## src/shared/cps_cfg.svh

```systemverilog
// Purpose: Constants of the charger protection supervisor.
// Assumes: Times are whole microseconds, clock period in nanoseconds.
// Notes:   Cycle counts are derived from the times and the clock period.
`ifndef CPS_CFG_SVH
`define CPS_CFG_SVH

// ==================================================================
// Clock and timing
`define CPS_CLK_PERIOD_NS   10
`define CPS_HICCUP_OFF_US   30000
`define CPS_HICCUP_ON_US    250
`define CPS_IRQ_US          256
`define CPS_SHIP_DEGLITCH_US 1000
`define CPS_US_TO_CYC(us)   (((us) * 1000) / `CPS_CLK_PERIOD_NS)
`define CPS_CNT_W           32

// ==================================================================
// Register map, byte addresses on the APB
`define CPS_APB_AW          8
`define CPS_ADDR_CTRL       8'h00
`define CPS_ADDR_FAULT      8'h04
`define CPS_ADDR_STATUS     8'h08

// ==================================================================
// Reset values and fault codes
`define CPS_CTRL_RESET      13'h0000
`define CPS_CODE_NONE       2'h0
`define CPS_CODE_INPUT_OVP  2'h1
`define CPS_CODE_THERM_SHUT 2'h2

`endif

```

## src/shared/cps_pkg.sv

```systemverilog
// Purpose: Types of the charger protection supervisor.
// Assumes: Field order inside each struct is the register bit layout, MSB first.
// Notes:   Constants live in cps_cfg.svh.
`default_nettype none

package cps_pkg;

    // ==================================================================
    // Comparator and sensor flags from the analog stage
    typedef struct packed {
        logic inputOvp;      // Input above selected over-voltage threshold.
        logic system_overvoltage_event;        // System above minimum system voltage plus margin.
        logic boostOcp;      // Boost output over-current.
        logic boostOvp;      // Boost output over-voltage.
        logic thermHot;      // Die above selected regulation temperature.
        logic thermShut;     // Die above shutdown temperature.
        logic thermCool;     // Die below shutdown temperature minus hysteresis.
        logic battery_overvoltage_event;        // Battery above regulation setting plus margin.
        logic batDepleted;   // Battery below depletion level.
        logic batShort;      // Battery below short threshold.
        logic batOcp;        // Battery discharge over-current.
        logic inputPresent;  // Input source detected.
        logic quickOnN;      // Quick-on pin, active low.
    } cps_sense_type;

    // ==================================================================
    // Controls to the power stage
    typedef struct packed {
        logic switchStop;
        logic sysSink;
        logic revBlockOn;
        logic batSwitchOn;
        logic chargeStop;
        logic currentReduce;
        logic timerHalfRate;
        logic termDisable;
        logic shortCharge;
    } cps_power_type;

    // ==================================================================
    // Register layouts
    typedef struct packed {
        logic [2:0] minSystemVoltage;
        logic [3:0] prechargeCurrentSel;
        logic [1:0] thermRegSel;
        logic       boostEnable;
        logic [2:0] inputOvpThresholdSel;
    } cps_ctrl_type;

    typedef struct packed {
        logic       batteryOvpFlag;
        logic       boostFault;
        logic [1:0] chargeFaultCode;
    } cps_fault_type;

    typedef struct packed {
        logic thermShutdown;
        logic ocpLatched;
        logic depletionLatched;
        logic hiccupActive;
        logic batSwitchOn;
        logic thermalRegulationFlag;
    } cps_status_type;

    typedef enum logic [1:0] {HIC_IDLE, HIC_OFF, HIC_ON} cps_hic_type;
    typedef enum logic [1:0] {SEL_CTRL, SEL_FAULT, SEL_STATUS, SEL_NONE} cps_sel_type;

    // ==================================================================
    // Whole state of the supervisor
    typedef struct packed {
        cps_sense_type  senPrev;
        cps_ctrl_type   ctrl;
        cps_fault_type  fault;
        logic [2:0]     actPrev;
        logic           readSeen;
        logic           irqArmed;
        logic           irqN;
        logic [31:0]    irqCnt;
        cps_hic_type    hic;
        logic [31:0]    hicCnt;
        logic           thermShutL;
        logic           deplL;
        logic           ocpL;
        logic [31:0]    qonCnt;
        logic           qonDone;
        cps_power_type  power;
        logic           pready;
        logic           pslverr;
        logic [31:0]    prdata;
    } cps_state_type;

endpackage : cps_pkg

`default_nettype wire

```

## src/design/cps_sync.sv

```systemverilog
// Purpose: Three-stage synchroniser for a vector of asynchronous flags.
// Assumes: Inputs may change at any time relative to mclk.
// Notes:   A value is accepted only when the second and third stages agree.
`timescale 1ns/1ns
`default_nettype none

module cps_sync #(
    parameter int W = 1
) (
    input  wire logic         mclk,
    input  wire logic         reset_n,
    input  wire logic         ce,
    input  wire logic [W-1:0] rawIn,
    output var  logic [W-1:0] syncOut
);

    typedef struct packed {
        logic [W-1:0] s1;
        logic [W-1:0] s2;
        logic [W-1:0] s3;
        logic [W-1:0] v;
    } cps_sync_state_type;

    cps_sync_state_type s_q;
    cps_sync_state_type s_d;

    // ==================================================================
    // Stage chain with agreement filter
    always_comb begin
        s_d    = s_q;
        s_d.s1 = rawIn;
        s_d.s2 = s_q.s1;
        s_d.s3 = s_q.s2;
        for (int i = 0; i < W; i++) begin
            if (s_q.s2[i] == s_q.s3[i]) begin
                s_d.v[i] = s_q.s3[i];
            end
        end
    end

    always_ff @(posedge mclk or negedge reset_n) begin
        if (!reset_n) begin
            s_q <= '0;
        end else if (ce) begin
            s_q <= s_d;
        end
    end

    assign syncOut = s_q.v;

endmodule : cps_sync

`default_nettype wire

```

## src/design/cps_supervisor.sv

```systemverilog
// Purpose: Fault supervisor of a single-cell charger with reverse boost.
// Assumes: Analog comparators compare against the selects driven here.
// Notes:   Registers are reached over APB; all outputs come from flops.
`timescale 1ns/1ns
`default_nettype none
`include "cps_cfg.svh"

module cps_supervisor
    import cps_pkg::*;
#(
    parameter int unsigned HICCUP_OFF_CYC = `CPS_US_TO_CYC(`CPS_HICCUP_OFF_US),
    parameter int unsigned HICCUP_ON_CYC  = `CPS_US_TO_CYC(`CPS_HICCUP_ON_US),
    parameter int unsigned IRQ_CYC        = `CPS_US_TO_CYC(`CPS_IRQ_US),
    parameter int unsigned SHIP_CYC       = `CPS_US_TO_CYC(`CPS_SHIP_DEGLITCH_US)
) (
    input  wire logic                   mclk,
    input  wire logic                   reset_n,
    input  wire logic                   ce,
    input  wire cps_sense_type          senseIn,
    output var  cps_power_type          power,
    output var  logic [2:0]             inputOvpThresholdSel,
    output var  logic [1:0]             thermRegSel,
    output var  logic [3:0]             prechargeCurrentSel,
    output var  logic [2:0]             minSystemVoltage,
    output var  logic                   host_irq_n,
    input  wire logic                   psel,
    input  wire logic                   penable,
    input  wire logic                   pwrite,
    input  wire logic [`CPS_APB_AW-1:0] paddr,
    input  wire logic [31:0]            pwdata,
    output var  logic                   pready,
    output var  logic                   pslverr,
    output var  logic [31:0]            prdata
);

    localparam logic [31:0] OFF_LAST  = 32'(HICCUP_OFF_CYC - 1);
    localparam logic [31:0] ON_LAST   = 32'(HICCUP_ON_CYC - 1);
    localparam logic [31:0] IRQ_LAST  = 32'(IRQ_CYC - 1);
    localparam logic [31:0] SHIP_LAST = 32'(SHIP_CYC - 1);

    cps_state_type s_q;
    cps_state_type s_d;
    cps_sense_type sen;
    logic [$bits(cps_sense_type)-1:0] senVec;

    // ==================================================================
    // Input synchronisation
    cps_sync #(
        .W($bits(cps_sense_type))
    ) u_sync (
        .mclk    (mclk),
        .reset_n (reset_n),
        .ce      (ce),
        .rawIn   (senseIn),
        .syncOut (senVec)
    );

    assign sen = cps_sense_type'(senVec);

    // ==================================================================
    // Address decode, shared by writes and reads
    function automatic cps_sel_type decodeAddr(input logic [`CPS_APB_AW-1:0] a);
        case (a)
            `CPS_ADDR_CTRL:   decodeAddr = SEL_CTRL;
            `CPS_ADDR_FAULT:  decodeAddr = SEL_FAULT;
            `CPS_ADDR_STATUS: decodeAddr = SEL_STATUS;
            default:          decodeAddr = SEL_NONE;
        endcase
    endfunction : decodeAddr

    // ==================================================================
    // Next-state logic
    logic           buck;
    logic           boost;
    logic           access;
    logic           rdFault;
    logic           shipExit;
    logic           trig;
    logic [2:0]     actNow;
    cps_fault_type  act;
    cps_fault_type  base;
    cps_status_type stat;

    always_comb begin
        s_d      = s_q;
        boost    = s_q.ctrl.boostEnable;
        buck     = !boost;
        access   = psel && penable && !s_q.pready;
        rdFault  = access && !pwrite && (decodeAddr(paddr) == SEL_FAULT);
        shipExit = !sen.quickOnN && !s_q.qonDone && (s_q.qonCnt == SHIP_LAST);
        s_d.senPrev = sen;

        // Latched battery switch conditions.
        if (sen.thermShut) begin
            s_d.thermShutL = 1'b1;
        end else if (sen.thermCool) begin
            s_d.thermShutL = 1'b0;
        end
        if (sen.batDepleted) begin
            s_d.deplL = 1'b1;
        end else if (sen.inputPresent) begin
            s_d.deplL = 1'b0;
        end
        if (sen.quickOnN) begin
            s_d.qonCnt  = '0;
            s_d.qonDone = 1'b0;
        end else if (!s_q.qonDone) begin
            if (shipExit) begin
                s_d.qonDone = 1'b1;
            end else begin
                s_d.qonCnt = s_q.qonCnt + 32'h0000_0001;
            end
        end
        if (sen.batOcp) begin
            s_d.ocpL = 1'b1;
        end else if (shipExit) begin
            s_d.ocpL = 1'b0;
        end

        // Boost over-current hiccup.
        case (s_q.hic)
            HIC_IDLE: begin
                s_d.hicCnt = '0;
                if (sen.boostOcp) begin
                    s_d.hic = HIC_OFF;
                end
            end
            HIC_OFF: begin
                if (s_q.hicCnt == OFF_LAST) begin
                    s_d.hic    = HIC_ON;
                    s_d.hicCnt = '0;
                end else begin
                    s_d.hicCnt = s_q.hicCnt + 32'h0000_0001;
                end
            end
            HIC_ON: begin
                if (s_q.hicCnt == ON_LAST) begin
                    s_d.hic    = sen.boostOcp ? HIC_OFF : HIC_IDLE;
                    s_d.hicCnt = '0;
                end else begin
                    s_d.hicCnt = s_q.hicCnt + 32'h0000_0001;
                end
            end
            default: begin
                s_d.hic = HIC_IDLE;
            end
        endcase
        if (buck) begin
            s_d.hic = HIC_IDLE;
        end

        // Fault recording; a read empties the history, new faults still land.
        act.chargeFaultCode = (buck && sen.thermShut) ? `CPS_CODE_THERM_SHUT :
                              (buck && sen.inputOvp)  ? `CPS_CODE_INPUT_OVP  :
                                                        `CPS_CODE_NONE;
        act.boostFault      = boost && (sen.boostOcp || sen.boostOvp);
        act.batteryOvpFlag  = sen.battery_overvoltage_event;
        actNow = {act.chargeFaultCode != `CPS_CODE_NONE, act.boostFault,
                  act.batteryOvpFlag};
        base = rdFault ? '0 : s_q.fault;
        s_d.fault.boostFault     = base.boostFault || act.boostFault;
        s_d.fault.batteryOvpFlag = base.batteryOvpFlag || act.batteryOvpFlag;
        s_d.fault.chargeFaultCode = (base.chargeFaultCode != `CPS_CODE_NONE) ?
                                    base.chargeFaultCode : act.chargeFaultCode;
        s_d.actPrev = actNow;
        trig = |(actNow & ~s_q.actPrev);

        // Interrupt pulse, re-armed once the faults are gone after a fault register read.
        if (rdFault) begin
            s_d.readSeen = 1'b1;
        end
        if (!s_q.irqArmed && s_q.readSeen && actNow == 3'h0) begin
            s_d.irqArmed = 1'b1;
            s_d.readSeen = 1'b0;
        end
        if (trig && s_q.irqArmed) begin
            s_d.irqArmed = 1'b0;
            s_d.readSeen = 1'b0;
            s_d.irqN     = 1'b0;
            s_d.irqCnt   = IRQ_LAST;
        end else if (!s_q.irqN) begin
            if (s_q.irqCnt == 32'h0000_0000) begin
                s_d.irqN = 1'b1;
            end else begin
                s_d.irqCnt = s_q.irqCnt - 32'h0000_0001;
            end
        end

        // APB slave, answering one cycle into the access phase.
        s_d.pready  = access;
        s_d.pslverr = 1'b0;
        if (access) begin
            s_d.pslverr = (decodeAddr(paddr) == SEL_NONE);
            s_d.prdata  = 32'h0000_0000;
            if (pwrite) begin
                if (decodeAddr(paddr) == SEL_CTRL) begin
                    s_d.ctrl = cps_ctrl_type'(pwdata[$bits(cps_ctrl_type)-1:0]);
                end
            end else begin
                case (decodeAddr(paddr))
                    SEL_CTRL:   s_d.prdata = 32'(s_q.ctrl);
                    SEL_FAULT:  s_d.prdata = 32'(s_q.fault);
                    SEL_STATUS: s_d.prdata = 32'(stat);
                    default:    s_d.prdata = 32'h0000_0000;
                endcase
            end
        end
        // Hardware leaving boost wins over a write in the same cycle.
        if (boost && (sen.boostOvp || sen.thermShut)) begin
            s_d.ctrl.boostEnable = 1'b0;
        end

        // Power stage controls.
        s_d.power.switchStop    = (buck && (sen.inputOvp || sen.system_overvoltage_event
                                  || s_d.thermShutL))
                                  || (boost && sen.boostOvp);
        s_d.power.sysSink       = buck && sen.system_overvoltage_event;
        s_d.power.revBlockOn    = !(boost && s_d.hic == HIC_OFF);
        s_d.power.batSwitchOn   = !(s_d.thermShutL || s_d.deplL || s_d.ocpL);
        s_d.power.chargeStop    = s_d.power.switchStop || sen.battery_overvoltage_event || boost;
        s_d.power.currentReduce = buck && sen.thermHot;
        s_d.power.timerHalfRate = buck && sen.thermHot;
        s_d.power.termDisable   = buck && sen.thermHot;
        s_d.power.shortCharge   = s_d.power.batSwitchOn && sen.batShort;
    end

    always_comb begin
        stat.thermShutdown         = s_q.thermShutL;
        stat.ocpLatched            = s_q.ocpL;
        stat.depletionLatched      = s_q.deplL;
        stat.hiccupActive          = (s_q.hic != HIC_IDLE);
        stat.batSwitchOn           = s_q.power.batSwitchOn;
        stat.thermalRegulationFlag = s_q.power.currentReduce;
    end

    // ==================================================================
    // State register
    always_ff @(posedge mclk or negedge reset_n) begin
        if (!reset_n) begin
            s_q                  <= '0;
            s_q.ctrl             <= `CPS_CTRL_RESET;
            s_q.irqArmed         <= 1'b1;
            s_q.irqN             <= 1'b1;
            s_q.qonDone          <= 1'b1;
            s_q.hic              <= HIC_IDLE;
            s_q.power.revBlockOn <= 1'b1;
            s_q.power.batSwitchOn <= 1'b1;
            s_q.power.chargeStop <= 1'b1;
            s_q.senPrev.quickOnN <= 1'b1;
        end else if (ce) begin
            s_q <= s_d;
        end
    end

    // ==================================================================
    // Outputs
    assign power                = s_q.power;
    assign inputOvpThresholdSel = s_q.ctrl.inputOvpThresholdSel;
    assign thermRegSel          = s_q.ctrl.thermRegSel;
    assign prechargeCurrentSel  = s_q.ctrl.prechargeCurrentSel;
    assign minSystemVoltage     = s_q.ctrl.minSystemVoltage;
    assign host_irq_n           = s_q.irqN;
    assign pready               = s_q.pready;
    assign pslverr              = s_q.pslverr;
    assign prdata               = s_q.prdata;

    logic [31:0] lowCnt;
    always_ff @(posedge mclk or negedge reset_n) begin
        if (!reset_n) begin
            lowCnt <= '0;
        end else if (ce) begin
            lowCnt <= s_q.irqN ? 32'h0000_0000 : lowCnt + 32'h0000_0001;
        end
    end
endmodule : cps_supervisor

`default_nettype wire

```

## config.mk

```make
export PLATFORM = sky130hd
export DESIGN_NAME = cps_supervisor
export DESIGN_NICKNAME = d
export VERILOG_FILES = /design/src/shared/cps_pkg.sv /design/src/design/cps_sync.sv /design/src/design/cps_supervisor.sv
export VERILOG_INCLUDE_DIRS = /design/src /design/src/shared
export SDC_FILE = /design/constraint.sdc
export NUM_CORES = 1
export LEC_CHECK = 0
export ABC_AREA = 1
export BUFFER_PORTS_ARGS = -buffer_cell sky130_fd_sc_hd__buf_2
export CORE_MARGIN = 1.5
export CORE_UTILIZATION = 45
export DETAILED_ROUTE_END_ITERATION = 8
export SETUP_SLACK_MARGIN = 0.05
export SYNTH_ARGS = -nofsm -noshare
export SYNTH_HDL_FRONTEND = slang
export SYNTH_SLANG_ARGS = --single-unit
```

## constraint.sdc

```tcl
create_clock -name mclk -period 1.89 [get_ports mclk]
set_input_delay 0.378 -clock mclk [delete_from_list [all_inputs] [get_ports mclk]]
set_output_delay 0.378 -clock mclk [all_outputs]
set_load 0.005 [all_outputs]
```

==> results.cfg <==
[outcome]
status = finished clean

[routing]
drt-total-wl_um = 27300
vias = 9799
drc = 0
wl_per_cell_um = 14.1
drt_iter0_markers = 572
final_antenna_net_count = 0
viasPerCell = 5.09
drt_pass1_iterations = 5

[timing]
fin_skew_ns = 0.0152
fin_crit_ns = 1.75
fin_setup_tns_ns = 0
rsz0062_at_grt = true
worst_slew_pin_slew_ns = 0.598
drv_slew = 0
finalCritPeriodShare = 0.927
max_freq_mhz = 571
hold_viol = 0
setup_violations = 0
max-slew-margin-rel = 0.597

[worst_setup_path]
crit_path_end_kind = output pin
crit_chain = buf_4 -> buf_2
reg2reg_depth = 8
startpoint_type = flip-flop
r2r_end = s_q[61]
path_class = flip-flop to output pin
crit_required_ns = 1.51
critPathMaxFanout = 19
crit-reg2reg-launch = s_q[54]
crit_slowest_cell = dfstp_2
crit_path_max_incr_delay_ns = 0.53
cp.arrival_ns = 1.37
r2r_slack_ns = 0.15

[clock_tree]
numCtsBuffers = 17
clock_latency_ns = 0.45
clk_path_buf_depth = 2
cts-root-buf = clkbuf_16
path_clk_slew_ns = 0.09
cts_tree = done
htreeDepth = 4
clock_sinks = 199

[yosys]
synth_area_leaders = dfrtp_1 43%, nand2_1 14%, nor2_1 6.2%
synth_edf_count = 0
syn_area_sq_um = 11200
synth.distinct_cells = 52
yosys.area.top_type = dfrtp_1
synth_top_area_frac = 0.432
ys_async_sr_fraction = 1.00
ys_seq_area_frac = 0.446
yosysWarnings = 0
synth_ff_type = dfrtp_1
syn_inst = 1478
syn_area_per_cell_sq_um = 7.56
synth-seq-cells = 199

[finish]
layout-drive-gt1-share = 0.192
area_growth_pct = 18.6
post-route-util = 0.545
final_cells = 1927
ff_latch_area_sq_um = 4990
nets = 1657
filler_cell_count = 2345
diodes = 0
multiInputGateArea_sq_um = 5310

[grt]
overflow = 0
grt_max_degree = 70
antenna_found_initial = 0
grt_pass1_wl_um = 44900
grt_use_total = 0.214
first_global_vias = 9289

[die]
die_area_sq_um = 25800
die_w_um = 161
rows = 57
die_h_um = 161
pin_count = 115
start_util = 0.459
core_area_sq_um = 24300

[power_and_ir_drop]
powerDensity_nw_per_um2 = 918
ir_drop_mv = 0.506
total_power_mw = 12.2
p_leak_nw = 6.27

[place]
port-buffer-count = 76
dp.cells = 1879
gp_congestion = 0.931
dp_hpwl_um = 19100

[min_path]
hold_depth = 3
worst_hold_path.endpoint = u_sync.s_d[27]
worstHoldStart = senseIn[1]
hp-class = input pin to flip-flop

[run]
cap_violations = 0
sequential cells by signal, indices dropped and copies added (netlist names):
name and count:
boost 1, host_irq_n 1, inputOvpThresholdSel 3, minSystemVoltage 3, power 7, prdata 13, pready 1, prechargeCurrentSel 4
pslverr 1, s_q 111, thermRegSel 2, u_sync.s_d 26, u_sync.s_q 13, u_sync.syncOut 13
kinds of logic after synthesis:
logic type / Yosys count / synth area share
simple gates: 761 / 0.287
buf+inv: 260 / 0.108
flops: 199 / 0.446
compound gates: 189 / 0.0989
xor+xnor: 48 / 0.0376
mux: 12 / 0.0121
fa+ha+maj: 8 / 0.00896
other cells: 1 / 0.000336
how the worst max path moves through the flow:
stage / start / endpoint / cells after the start
2_1_floorplan: s_q[44] / s_q[46] / 8
3_3_place_gp: s_q[79] / s_q[103] / 11
3_5_place_dp: s_q[113] / s_q[143] / 9
4_1_cts: s_q[79] / s_q[98] / 11
5_1_grt: s_q[79] / s_q[102] / 9
6_report: host_irq_n / host_irq_n / 2
cell usage after synthesis (3+ instances only):
cell and instances:
nand2_1 402, dfrtp_1 193, nor2_1 184, inv_1 162
o21ai_0 96, nand3_1 57, buf_4 54, nor3_1 49
xor2_1 45, nand4_1 40, o22ai_1 28, a21oi_1 25
clkbuf_1 23, mux2_2 12, buf_2 10, ha_1 8
a32o_1 7, o21ai_1 7, dfstp_2 6, inv_2 6
nor2_2 6, nor4_1 6, a22o_1 4, o211ai_1 4
nand2_4 3, o221ai_1 3, o31ai_1 3, xnor2_1 3
power by group:
part,internal (mW),switching (mW)
Combinational,1.10,1.76
Clock,1.92,2.14
Sequential,4.80,0.446
cells in the final DEF, fill, tap and decap left out, types with 24 or more instances in the layout:
cell type  count
a21oi_1       24
o22ai_1       28
nor3_1        44
o21ai_0       94
nand3_1       53
nor2_1       155
nand2_1      392
inv_1        156
nor2_2        27
xor2_1        45
buf_4         76
nand4_1       40
dfrtp_1      188
buf_2         75
per-layer routing:
metal	up-vias	wire length, um	track usage
li1	4929	-	-
met1	4675	12900	0.296
met2	170	13200	0.355
met3	25	905	0.0315
met4	0	286	0.0463
met5	-	0	0
metrics by stage:
stage / setup slack [ns] / area, sq um / hold slack (ns)
2_1_floorplan: 0.196 / 11200 / 0.0824
3_3_place_gp: 0.0542 / 12100 / 0.344
3_5_place_dp: 0.00124 / 12100 / 0.346
4_1_cts: 0.0270 / 12800 / 0.104
5_1_grt: 0.0218 / 13200 / 0.128
6_report: 0.137 / 13200 / 0.118
what timing repair did:
item	in CTS	in global routing
gates cloned	0	4
hold buffers	1	0
buffers inserted	0	11
pin swaps	0	15
endpoints found under the setup margin	44	109
endpoints found under the hold margin	33	0
resized for setup	4	83
final cells by class:
cell class	instances	area share
Multi-Input combinational cell	1037	0.401
Sequential cell	199	0.377
Timing Repair Buffer	167	0.0935
Inverter	168	0.0476
Clock buffer	17	0.0321
Tap cell	324	0.0306
Clock inverter	15	0.0183
worst max-delay path: cells and delay by family, from the launching register on:
kind	cells	cell delay (ns)
buffers and inverters	2	0.40
flip-flops	1	0.53
No activity file was read; power rests on OpenSTA's default activity.
